**config.mk**
```make
export PLATFORM = sky130hd
export DESIGN_NAME = acr_regs
export DESIGN_NICKNAME = d
export VERILOG_FILES = /design/src/pkg/acr_pkg.sv /design/src/rtl/acr_vol_route.sv /design/src/rtl/acr_regs.sv
export SDC_FILE = /design/constraint.sdc
export NUM_CORES = 1
export LEC_CHECK = 0
export BUFFER_PORTS_ARGS = -buffer_cell sky130_fd_sc_hd__buf_2
export CORE_MARGIN = 2
export CORE_UTILIZATION = 51
export DETAILED_ROUTE_END_ITERATION = 12
export GPL_TIMING_DRIVEN = 0
export PLACE_DENSITY = 0.9
export SYNTH_ARGS = -nofsm -noshare
export SYNTH_HDL_FRONTEND = slang
export SYNTH_SLANG_ARGS = --single-unit
```
**constraint.sdc**
```tcl
create_clock -name ref_clk_i -period 1.9 [get_ports ref_clk_i]
set_input_delay 0.095 -clock ref_clk_i [delete_from_list [all_inputs] [get_ports ref_clk_i]]
set_output_delay 0.095 -clock ref_clk_i [all_outputs]
set_load 0.02 [all_outputs]
```
**src/pkg/acr_pkg.sv**
```systemverilog
/*
 audio control three register: offsets, field positions, reset values.
 assumes a 100 MHz core clock and an axi4-lite register bus.
*/
// How it works
// - link codes 00 and 11 keep left and right DAC volumes independent.
// - link code 01 drives left DAC gain from the right volume value.
// - link code 10 drives right DAC gain from the left volume value.
// - one-bit reference rate select, 0 is 48.0 kHz, 1 is 44.1 kHz, reset 0.
// - rate select also picks the measurement divider, 16 at 48.0 kHz, 15 at 44.1 kHz.
// - transfer mode bit, 0 continuous, 1 the 256-s mode, reset 0.
// - role bit, 0 slave, 1 master, reset slave.
// - two-bit DAC swing field, four codes from 2.0 V up to 2.633 V.
// - ADC overflow flag sets when ADC data leaves saturation limits.
// - left DAC overflow flag sets when left DAC data saturates.
// - right DAC overflow flag sets when right DAC data saturates.
// - overflow flags stick and clear only when software reads the register.
// - two-bit AGC noise threshold, -60 to -90 dB; below it no AGC chase.
// - AGC clip-stepping enable bit, reset 0.
package acr_pkg;
	localparam logic [7:0] ACR_OFF_CTRL3 = 8'h06;
	localparam logic [7:0] ACR_OFF_VOL = 8'h0C;
	// byte addresses, four times the register index
	localparam logic [7:0] ACR_ADDR_CTRL3 = {ACR_OFF_CTRL3[5:0], 2'h0};
	localparam logic [7:0] ACR_ADDR_VOL = {ACR_OFF_VOL[5:0], 2'h0};
	localparam int ACR_POS_LINK = 14;
	localparam int ACR_POS_RATE = 13;
	localparam int ACR_POS_XFER = 12;
	localparam int ACR_POS_ROLE = 11;
	localparam int ACR_POS_SWING = 9;
	localparam int ACR_POS_AOVF = 8;
	localparam int ACR_POS_LOVF = 7;
	localparam int ACR_POS_ROVF = 6;
	localparam int ACR_POS_NOISE = 4;
	localparam int ACR_POS_CLIP = 3;
	localparam logic [15:0] ACR_RW_MASK = 16'hFE38;
	localparam logic [15:0] ACR_CTRL3_RESET = 16'h0000;
	localparam logic [15:0] ACR_VOL_RESET = 16'h0000;
	localparam logic [2:0] ACR_RSVD_VALUE = 3'h0;
	localparam logic [1:0] ACR_LINK_R2L = 2'h1;
	localparam logic [1:0] ACR_LINK_L2R = 2'h2;
	localparam int ACR_DIV_48K = 16;
	localparam int ACR_DIV_44K = 15;
	localparam logic [1:0] ACR_RESP_OKAY = 2'h0;
	localparam logic [1:0] ACR_RESP_SLVERR = 2'h2;
endpackage : acr_pkg

```
**src/rtl/acr_vol_route.sv**
```systemverilog
/*
 dac volume routing by the link field.
 assumes volumes come from the register bank on the same clock.
*/
`timescale 1ns/1ns
module acr_vol_route (
	input wire logic [1:0] link_i,
	input wire logic [7:0] left_vol_i,
	input wire logic [7:0] right_vol_i,
	output logic [7:0] left_gain_o,
	output logic [7:0] right_gain_o
);
	always_comb
	begin
		left_gain_o = left_vol_i;
		right_gain_o = right_vol_i;
		if (link_i == acr_pkg::ACR_LINK_R2L)
		begin
			left_gain_o = right_vol_i;
		end
		else if (link_i == acr_pkg::ACR_LINK_L2R)
		begin
			right_gain_o = left_vol_i;
		end
	end
endmodule : acr_vol_route

```
**src/rtl/acr_regs.sv**
```systemverilog
/*
 audio control three register bank with axi4-lite slave.
 assumes overflow events are one-clock pulses from the same clock domain.
*/
`timescale 1ns/1ns
module acr_regs (
	input wire logic ref_clk_i,
	input wire logic reset_i,
	input wire logic [7:0] s_axi_awaddr,
	input wire logic s_axi_awvalid,
	output logic s_axi_awready,
	input wire logic [31:0] s_axi_wdata,
	input wire logic [3:0] s_axi_wstrb,
	input wire logic s_axi_wvalid,
	output logic s_axi_wready,
	output logic [1:0] s_axi_bresp,
	output logic s_axi_bvalid,
	input wire logic s_axi_bready,
	input wire logic [7:0] s_axi_araddr,
	input wire logic s_axi_arvalid,
	output logic s_axi_arready,
	output logic [31:0] s_axi_rdata,
	output logic [1:0] s_axi_rresp,
	output logic s_axi_rvalid,
	input wire logic s_axi_rready,
	input wire logic adc_overflow_i,
	input wire logic dac_left_overflow_i,
	input wire logic dac_right_overflow_i,
	output logic [7:0] dac_left_gain_o,
	output logic [7:0] dac_right_gain_o,
	output logic reference_rate_select_o,
	output logic [4:0] meas_clk_div_o,
	output logic master_transfer_mode_o,
	output logic codec_role_select_o,
	output logic [1:0] dac_swing_select_o,
	output logic [1:0] agc_noise_threshold_o,
	output logic agc_clip_step_enable_o
);
	typedef struct packed {
		logic [15:0] ctrl;
		logic [15:0] vol;
		logic aw_held;
		logic [7:0] aw_addr;
		logic w_held;
		logic [31:0] w_data;
		logic [3:0] w_strb;
		logic bvalid;
		logic [1:0] bresp;
		logic rvalid;
		logic [1:0] rresp;
		logic [31:0] rdata;
	} acr_state_t;

	acr_state_t cur;
	acr_state_t nxt;

	function automatic logic [15:0] acr_merge(input logic [15:0] old,
		input logic [31:0] data, input logic [3:0] strb,
		input logic [15:0] mask);
		logic [15:0] lanes;
		lanes = {{8{strb[1]}}, {8{strb[0]}}} & mask;
		acr_merge = (old & ~lanes) | (data[15:0] & lanes);
	endfunction : acr_merge

	logic do_write;
	logic do_read;
	logic ctrl_wr;
	logic ctrl_rd;
	logic [7:0] wr_addr;
	logic [31:0] wr_data;
	logic [3:0] wr_strb;
	logic [15:0] ovf_set;

	assign s_axi_awready = !cur.aw_held && !cur.bvalid;
	assign s_axi_wready = !cur.w_held && !cur.bvalid;
	assign s_axi_arready = !cur.rvalid;
	assign s_axi_bvalid = cur.bvalid;
	assign s_axi_bresp = cur.bresp;
	assign s_axi_rvalid = cur.rvalid;
	assign s_axi_rresp = cur.rresp;
	assign s_axi_rdata = cur.rdata;

	always_comb
	begin
		wr_addr = cur.aw_held ? cur.aw_addr : s_axi_awaddr;
		wr_data = cur.w_held ? cur.w_data : s_axi_wdata;
		wr_strb = cur.w_held ? cur.w_strb : s_axi_wstrb;
		do_write = (cur.aw_held || (s_axi_awvalid && s_axi_awready))
			&& (cur.w_held || (s_axi_wvalid && s_axi_wready));
		do_read = s_axi_arvalid && s_axi_arready;
		ctrl_wr = do_write && wr_addr == acr_pkg::ACR_ADDR_CTRL3;
		ctrl_rd = do_read && s_axi_araddr == acr_pkg::ACR_ADDR_CTRL3;
		ovf_set = 16'h0000;
		ovf_set[acr_pkg::ACR_POS_AOVF] = adc_overflow_i;
		ovf_set[acr_pkg::ACR_POS_LOVF] = dac_left_overflow_i;
		ovf_set[acr_pkg::ACR_POS_ROVF] = dac_right_overflow_i;
	end

	always_comb
	begin
		nxt = cur;
		if (s_axi_awvalid && s_axi_awready && !do_write)
		begin
			nxt.aw_held = 1'b1;
			nxt.aw_addr = s_axi_awaddr;
		end
		if (s_axi_wvalid && s_axi_wready && !do_write)
		begin
			nxt.w_held = 1'b1;
			nxt.w_data = s_axi_wdata;
			nxt.w_strb = s_axi_wstrb;
		end
		if (cur.bvalid && s_axi_bready)
		begin
			nxt.bvalid = 1'b0;
		end
		if (cur.rvalid && s_axi_rready)
		begin
			nxt.rvalid = 1'b0;
		end
		if (do_write)
		begin
			nxt.aw_held = 1'b0;
			nxt.w_held = 1'b0;
			nxt.bvalid = 1'b1;
			nxt.bresp = acr_pkg::ACR_RESP_OKAY;
			if (ctrl_wr)
			begin
				nxt.ctrl = acr_merge(cur.ctrl, wr_data, wr_strb,
					acr_pkg::ACR_RW_MASK);
			end
			else if (wr_addr == acr_pkg::ACR_ADDR_VOL)
			begin
				nxt.vol = acr_merge(cur.vol, wr_data, wr_strb, 16'hFFFF);
			end
			else
			begin
				nxt.bresp = acr_pkg::ACR_RESP_SLVERR;
			end
		end
		if (do_read)
		begin
			nxt.rvalid = 1'b1;
			nxt.rresp = acr_pkg::ACR_RESP_OKAY;
			nxt.rdata = 32'h0000_0000;
			if (ctrl_rd)
			begin
				nxt.rdata[15:0] = {cur.ctrl[15:3] | ovf_set[15:3],
					acr_pkg::ACR_RSVD_VALUE};
				nxt.ctrl = nxt.ctrl & acr_pkg::ACR_RW_MASK;
			end
			else if (s_axi_araddr == acr_pkg::ACR_ADDR_VOL)
			begin
				nxt.rdata[15:0] = cur.vol;
			end
			else
			begin
				nxt.rresp = acr_pkg::ACR_RESP_SLVERR;
			end
		end
		nxt.ctrl = nxt.ctrl | ovf_set;
	end

	always_ff @(posedge ref_clk_i)
	begin
		if (reset_i)
		begin
			cur <= '0;
			cur.ctrl <= acr_pkg::ACR_CTRL3_RESET;
			cur.vol <= acr_pkg::ACR_VOL_RESET;
		end
		else
		begin
			cur <= nxt;
		end
	end

	acr_vol_route u_route (
		.link_i(cur.ctrl[acr_pkg::ACR_POS_LINK +: 2]),
		.left_vol_i(cur.vol[15:8]),
		.right_vol_i(cur.vol[7:0]),
		.left_gain_o(dac_left_gain_o),
		.right_gain_o(dac_right_gain_o)
	);

	assign reference_rate_select_o = cur.ctrl[acr_pkg::ACR_POS_RATE];
	assign meas_clk_div_o = reference_rate_select_o ?
		5'(acr_pkg::ACR_DIV_44K) : 5'(acr_pkg::ACR_DIV_48K);
	assign master_transfer_mode_o = cur.ctrl[acr_pkg::ACR_POS_XFER];
	assign codec_role_select_o = cur.ctrl[acr_pkg::ACR_POS_ROLE];
	assign dac_swing_select_o = cur.ctrl[acr_pkg::ACR_POS_SWING +: 2];
	assign agc_noise_threshold_o =
		cur.ctrl[acr_pkg::ACR_POS_NOISE +: 2];
	assign agc_clip_step_enable_o = cur.ctrl[acr_pkg::ACR_POS_CLIP];

	chk_flag_sticky: assert property (
		@(posedge ref_clk_i) disable iff (reset_i)
		cur.ctrl[acr_pkg::ACR_POS_AOVF] && !ctrl_rd
		|=> cur.ctrl[acr_pkg::ACR_POS_AOVF])
		else $error("adc flag lost");
	chk_left_sticky: assert property (
		@(posedge ref_clk_i) disable iff (reset_i)
		cur.ctrl[acr_pkg::ACR_POS_LOVF] && !ctrl_rd
		|=> cur.ctrl[acr_pkg::ACR_POS_LOVF])
		else $error("left flag lost");
	chk_right_sticky: assert property (
		@(posedge ref_clk_i) disable iff (reset_i)
		cur.ctrl[acr_pkg::ACR_POS_ROVF] && !ctrl_rd
		|=> cur.ctrl[acr_pkg::ACR_POS_ROVF])
		else $error("right flag lost");
	chk_flag_set: assert property (
		@(posedge ref_clk_i) disable iff (reset_i)
		dac_left_overflow_i |=> cur.ctrl[acr_pkg::ACR_POS_LOVF])
		else $error("left flag not set");
	chk_flag_rset: assert property (
		@(posedge ref_clk_i) disable iff (reset_i)
		dac_right_overflow_i |=> cur.ctrl[acr_pkg::ACR_POS_ROVF])
		else $error("right flag not set");
	chk_adc_set: assert property (
		@(posedge ref_clk_i) disable iff (reset_i)
		adc_overflow_i |=> cur.ctrl[acr_pkg::ACR_POS_AOVF])
		else $error("adc flag not set");
	chk_read_clear: assert property (
		@(posedge ref_clk_i) disable iff (reset_i)
		ctrl_rd && !adc_overflow_i
		|=> !cur.ctrl[acr_pkg::ACR_POS_AOVF])
		else $error("adc flag not cleared");
	chk_left_clear: assert property (
		@(posedge ref_clk_i) disable iff (reset_i)
		ctrl_rd && !dac_left_overflow_i
		|=> !cur.ctrl[acr_pkg::ACR_POS_LOVF])
		else $error("left flag not cleared");
	chk_right_clear: assert property (
		@(posedge ref_clk_i) disable iff (reset_i)
		ctrl_rd && !dac_right_overflow_i
		|=> !cur.ctrl[acr_pkg::ACR_POS_ROVF])
		else $error("right flag not cleared");
	chk_flags_kept: assert property (
		@(posedge ref_clk_i) disable iff (reset_i)
		ctrl_wr && !ctrl_rd && ovf_set == 16'h0000
		|=> cur.ctrl[acr_pkg::ACR_POS_ROVF +: 3]
		== $past(cur.ctrl[acr_pkg::ACR_POS_ROVF +: 3]))
		else $error("write reached flag bits");
	chk_rsvd_zero: assert property (
		@(posedge ref_clk_i) disable iff (reset_i)
		cur.ctrl[2:0] == 3'h0)
		else $error("reserved bits set");
	chk_rsvd_read: assert property (
		@(posedge ref_clk_i) disable iff (reset_i)
		s_axi_rvalid |-> s_axi_rdata[2:0] == acr_pkg::ACR_RSVD_VALUE)
		else $error("reserved bits read nonzero");
	chk_link_indep: assert property (
		@(posedge ref_clk_i) disable iff (reset_i)
		cur.ctrl[acr_pkg::ACR_POS_LINK +: 2] inside {2'h0, 2'h3}
		|-> dac_left_gain_o == cur.vol[15:8]
		&& dac_right_gain_o == cur.vol[7:0])
		else $error("volumes not independent");
	chk_link_r2l: assert property (
		@(posedge ref_clk_i) disable iff (reset_i)
		cur.ctrl[acr_pkg::ACR_POS_LINK +: 2] == acr_pkg::ACR_LINK_R2L
		|-> dac_left_gain_o == cur.vol[7:0]
		&& dac_right_gain_o == cur.vol[7:0])
		else $error("left not following right");
	chk_link_l2r: assert property (
		@(posedge ref_clk_i) disable iff (reset_i)
		cur.ctrl[acr_pkg::ACR_POS_LINK +: 2] == acr_pkg::ACR_LINK_L2R
		|-> dac_right_gain_o == cur.vol[15:8]
		&& dac_left_gain_o == cur.vol[15:8])
		else $error("right not following left");
	chk_div_rate: assert property (
		@(posedge ref_clk_i) disable iff (reset_i)
		reference_rate_select_o |-> meas_clk_div_o == 5'h0F)
		else $error("divider wrong for 44.1 kHz");
	chk_div_48k: assert property (
		@(posedge ref_clk_i) disable iff (reset_i)
		!reference_rate_select_o |-> meas_clk_div_o == 5'h10)
		else $error("divider wrong for 48 kHz");
	chk_ctrl_reset: assert property (
		@(posedge ref_clk_i) disable iff (reset_i)
		$past(reset_i) |-> cur.ctrl == acr_pkg::ACR_CTRL3_RESET)
		else $error("control not at reset value");
	chk_rate_write: assert property (
		@(posedge ref_clk_i) disable iff (reset_i)
		ctrl_wr && wr_strb[1] |=> reference_rate_select_o
		== $past(wr_data[acr_pkg::ACR_POS_RATE]))
		else $error("rate select not written");
	chk_xfer_write: assert property (
		@(posedge ref_clk_i) disable iff (reset_i)
		ctrl_wr && wr_strb[1] |=> master_transfer_mode_o
		== $past(wr_data[acr_pkg::ACR_POS_XFER]))
		else $error("transfer mode not written");
	chk_role_write: assert property (
		@(posedge ref_clk_i) disable iff (reset_i)
		ctrl_wr && wr_strb[1] |=> codec_role_select_o
		== $past(wr_data[acr_pkg::ACR_POS_ROLE]))
		else $error("role select not written");
	chk_swing_write: assert property (
		@(posedge ref_clk_i) disable iff (reset_i)
		ctrl_wr && wr_strb[1] |=> dac_swing_select_o
		== $past(wr_data[acr_pkg::ACR_POS_SWING +: 2]))
		else $error("swing select not written");
	chk_noise_write: assert property (
		@(posedge ref_clk_i) disable iff (reset_i)
		ctrl_wr && wr_strb[0] |=> agc_noise_threshold_o
		== $past(wr_data[acr_pkg::ACR_POS_NOISE +: 2]))
		else $error("noise threshold not written");
	chk_clip_write: assert property (
		@(posedge ref_clk_i) disable iff (reset_i)
		ctrl_wr && wr_strb[0] |=> agc_clip_step_enable_o
		== $past(wr_data[acr_pkg::ACR_POS_CLIP]))
		else $error("clip stepping not written");
endmodule : acr_regs

```
* Word-level counts from Yosys, hierarchy flattened
Cells that the tools add are included.
Word-level totals: register bits after elaboration 82, logic and storage cells 76
Operators by class: equality and inequality tests 6, multiplexer cells 24, reductions and logical operators 23, bitwise gates (word level) 11
Operators by type and width (count):
- two-way mux 16 bit | 6
- bitwise AND 16 bit | 4
- two-way mux 35 bit | 1
- two-way mux 33 bit | 1
- two-way mux 8 bit | 4
- inverter 16 bit | 2
- bitwise OR 16 bit | 2
- two-way mux 9 bit | 3
- equality test 8 x 5 -> 1 bit, second input constant | 2
- equality test 8 x 6 -> 1 bit, second input constant | 2
- bitwise OR 16 x 9 -> 16 bit | 1
- bitwise OR 13 x 6 -> 13 bit | 1
- logical AND 1 bit | 12
- two-way mux 2 bit | 5
- zero test 1 bit | 5
- two-way mux 5 bit | 1
- nonzero test 2 bit | 2
- two-way mux 3 bit | 1
- AND reduction 3 bit | 1
- equality test 2 x 1 -> 1 bit, second input constant | 1
- equality test 2 bit, second input constant | 1
- logical OR 1 bit | 2
- two-way mux 1 bit | 2
- OR reduction 2 bit | 1
- inverter 1 bit | 1

* Longest topological paths before layout
depth after elaboration 12, gate-level depth with buffers 8, depth with buffers taken out 4

* Cells and area by module
From an unflattened synthesis, not the netlist that was laid out.
Second synthesis, totals: cells, all modules 417, area, all modules 4063.9 sq um
By module, submodules not included:
- acr_regs | area each 3786.1 sq um, instances 1, cells an instance 397
- acr_vol_route | area each 277.8 sq um, instances 1, cells an instance 20

* Least setup slack after synthesis
OpenSTA, ideal clock, no wires.
path type flip-flop to flip-flop, from register cur, in the netlist s_axi_bvalid, to register cur[38] (netlist name), data required time 1772 ps, buffers on the path 3, arrival time 1820 ps, cell stages (with the launch flop) 8, setup slack -48 ps, cells stage by stage dfxtp_1 clkbuf_1 nor2_1 and3_1 buf_2 buf_4 mux2i_1 nor2_1
Between the ends: cells in the longest elaborated chain, start to end 7, elaborated cells on any way between the ends 10, those cells by class 10 x reduce/logical
RTL lines:
- start: declaration | RTL line acr_regs.sv:54 | acr_state_t cur;
- start signal: assignment | RTL line acr_regs.sv:174 | cur <= nxt;
- zero test 1 bit | RTL line acr_regs.sv:74 | assign s_axi_awready = !cur.aw_held && !cur.bvalid;
- logical AND 1 bit | RTL line acr_regs.sv:74
- via s_axi_awready | RTL line acr_regs.sv:11 | output logic s_axi_awready,
- logical AND 1 bit | RTL line acr_regs.sv:88 | do_write = (cur.aw_held || (s_axi_awvalid && s_axi_awready))
- logical OR 1 bit | RTL line acr_regs.sv:88
- logical AND 1 bit | RTL line acr_regs.sv:89 | && (cur.w_held || (s_axi_wvalid && s_axi_wready));
- zero test 1 bit | RTL line acr_regs.sv:107 | if (s_axi_wvalid && s_axi_wready && !do_write)
- logical AND 1 bit | RTL line acr_regs.sv:107
The timed path passes the listed nets, and every way through them passes these cells. A chain may end at the register's enable or synchronous reset.

==> results.cfg <==
[clock_tree]
htreeDepth = 3
cts.sinks = 77
cts_tree = done
root_buffer = clkbuf_8
cts_buffer_depth = 2
numCtsBuffers = 9
clkLatencyLatePin_ns = 0.34
clk_pin_slew_ns = 0.07

[global_routing]
grt_max_degree = 12
met2_usage_pct = 40.6
antenna_found_initial = 0
grt_usage_pct = 24.4
grt_pass1_vias = 3310
met1_usage_pct = 31.4
top_usage_layer = met2
globalRouteMet3Util_pct = 5.42
grt_pass1_wl_um = 16500
grt-ovfl-total = 0

[outcome]
status = completed

[critical_path]
critical_path_class = flop to flop
crit_family = simple AND/OR/NAND/NOR gates
cp-end-kind = flop
r2r_cells = 6
cp-start-kind = flop
path_buf_inv = 2
critPathMaxStageDelay_ns = 0.37
crit_path_max_fanout = 10
cp_cell_sequence = buf_4 > or3b_1 > a221oi_2 > and3_1 > buf_2 > a211oi_1
crit_required_ns = 2.10
cp.depth = 6
cp.arrival_ns = 2.05
r2r_slack_ns = 0.05
slowest_stage = dfxtp_4

[timing]
fmax_mhz = 539
setup_viol = 0
finalClockSkew_ns = 0.00909
post-route-period-util_pct = 97.6
slew_headroom_pct = 63.1
tightest_slew_ns = 0.553
period_minus_slack_ns = 1.85
report.final.slew_viol_count = 0
final-hold-violation-count = 0
fin_setup_tns_ns = 0

[floorplan]
die-width_um = 91.6
io_pins = 132
die_h_um = 91.6
start_util_pct = 53.4
die_area_mm2 = 0.00840
core_area_mm2 = 0.00733
rows = 31

[logic_synthesis]
yosysMostFrequentCell = dfxtp_1
avgSynthCellArea_um2 = 9.49
yosysTopAreaCellShare_pct = 39.3
async_reset_ff_share_pct = 0
synth_warnings = 0
synth_edf_count = 0
synthCells = 413
synthTopCellsByArea = dfxtp_1 39%, mux2i_1 11%, buf_4 9.0%
netlist_top_cells_count = 77 x dfxtp_1, 49 x nor2_1, 47 x buf_4
synth_flop_cell = dfxtp_1
yosysUniqueCellTypes = 42
synth_area_mm2 = 0.00392
synth.ff_latch_count = 77
yosysTopAreaCell = dfxtp_1
ys_seq_area_share_pct = 39.3

[placed_design]
place_congestion = 0.923
place_hpwl_um = 7610
portBuffers = 95

[power]
vdd_drop_max_mv = 0.494
total_power_mw = 3.59
powerDensity_mw_per_mm2 = 735
p_leak_nw = 2.14

[routing]
vias = 3550
drt_iter0_drc = 226
drc = 0
drt-total-wl_um = 10200
drt-pass1-iter-count = 5
viasPerCell = 5.51
ant_nets = 0
avgRoutedWirePerCell_um = 15.8

[finish]
diodes = 0
drive_above_1_share_pct = 38.9
utilization_pct = 66.6
syn_to_final_growth_pct = 24.7
final_net_count = 604
fillers = 599

[flow_run]
drv_cap = 0

[worst_hold_path]
hold_class = input pin to flop
hold_path_depth = 3
cell usage in the layout, fill, tap and decap left out, types with 16 or more instances in the layout:
master    instances
dfxtp_1          76
mux2i_1          43
conb_1           18
a31oi_1          26
a211oi_1         20
buf_4            50
nor2_1           48
a21oi_1          16
mux2_2           16
buf_2           100
area by class of cell:
| cell class | instances | area [µm²] | share of cell area (%) |
|---|---|---|---|
| Clock inverter | 2 | 35.0 | 0.717 |
| Inverter | 5 | 18.8 | 0.384 |
| Multi-Input combinational cell | 271 | 1940 | 39.7 |
| Sequential cell | 77 | 1550 | 31.6 |
| Buffer | 75 | 533 | 10.9 |
| Tap cell | 99 | 124 | 2.54 |
| Timing Repair Buffer | 103 | 546 | 11.2 |
| Clock buffer | 12 | 145 | 2.97 |
worst paths after layout:
check | startpoint | end
min | s_axi_wdata[2] | cur[44]$_SDFFE_PP0P_
max reg2reg | cur[83]$_SDFFE_PP0P_ | flop
min reg2reg | s_axi_rdata[0]$_SDFFE_PP0N_ | s_axi_rdata[0]$_SDFFE_PP0N_
max | cur[83]$_SDFFE_PP0P_ | flop
routing by layer:
metal | part of all wire (%) | up-vias
met3 | 7.6 | 21
met1 | 42 | 1664
met4 | 1.5 | 0
li1 | - | 1688
met2 | 49 | 177
met5 | 0 | -
per-stage QoR:
| step | hold WS, ns | cell area [µm²] | std cells | setup slack (ns) |
|---|---|---|---|---|
| CTS | 0.000578 | 4840 | 643 | 0.0238 |
| global placement | 0.322 | 4580 | 624 | -0.00182 |
| global route | 0.00611 | 4880 | 644 | -0.0108 |
| detailed placement | 0.329 | 4580 | 624 | -0.0796 |
| finish | 0.0117 | 4880 | 644 | 0.0450 |
| floorplan | 0.212 | 3980 | 430 | 0.0539 |
cells by family after synthesis:
kind of cell / synth area share [%]
AOI/OAI and AO/OA: 18.3
xor gates and xnor gates: 0.447
buffers and inverters: 14.0
DFF: 39.3
muxes: 15.8
other: 0.0957
and+or+nand+nor: 12.0
where the power goes:
part / leakage (nW) / switching (mW) / internal (mW)
clock network: 0.0923 / 0.564 / 0.629
logic: 1.42 / 0.391 / 0.291
registers: 0.627 / 0.0381 / 1.68
total: 2.14 / 0.993 / 2.60
repair_timing:
action	in CTS	in global routing
setup endpoints to repair	25	46
endpoints found under the hold margin	4	0
cloned	0	0
hold buffers	4	0
pin swaps	1	7
resized for setup	6	9
buffers inserted	1	3
worst min-delay path: cells and delay by family:
| kind | cells | cell delay, ns |
|---|---|---|
| simple gates | 1 | 0.07 |
| mux | 1 | 0.06 |
| buf+inv | 1 | 0.09 |
No activity file was read; power rests on OpenSTA's default activity.
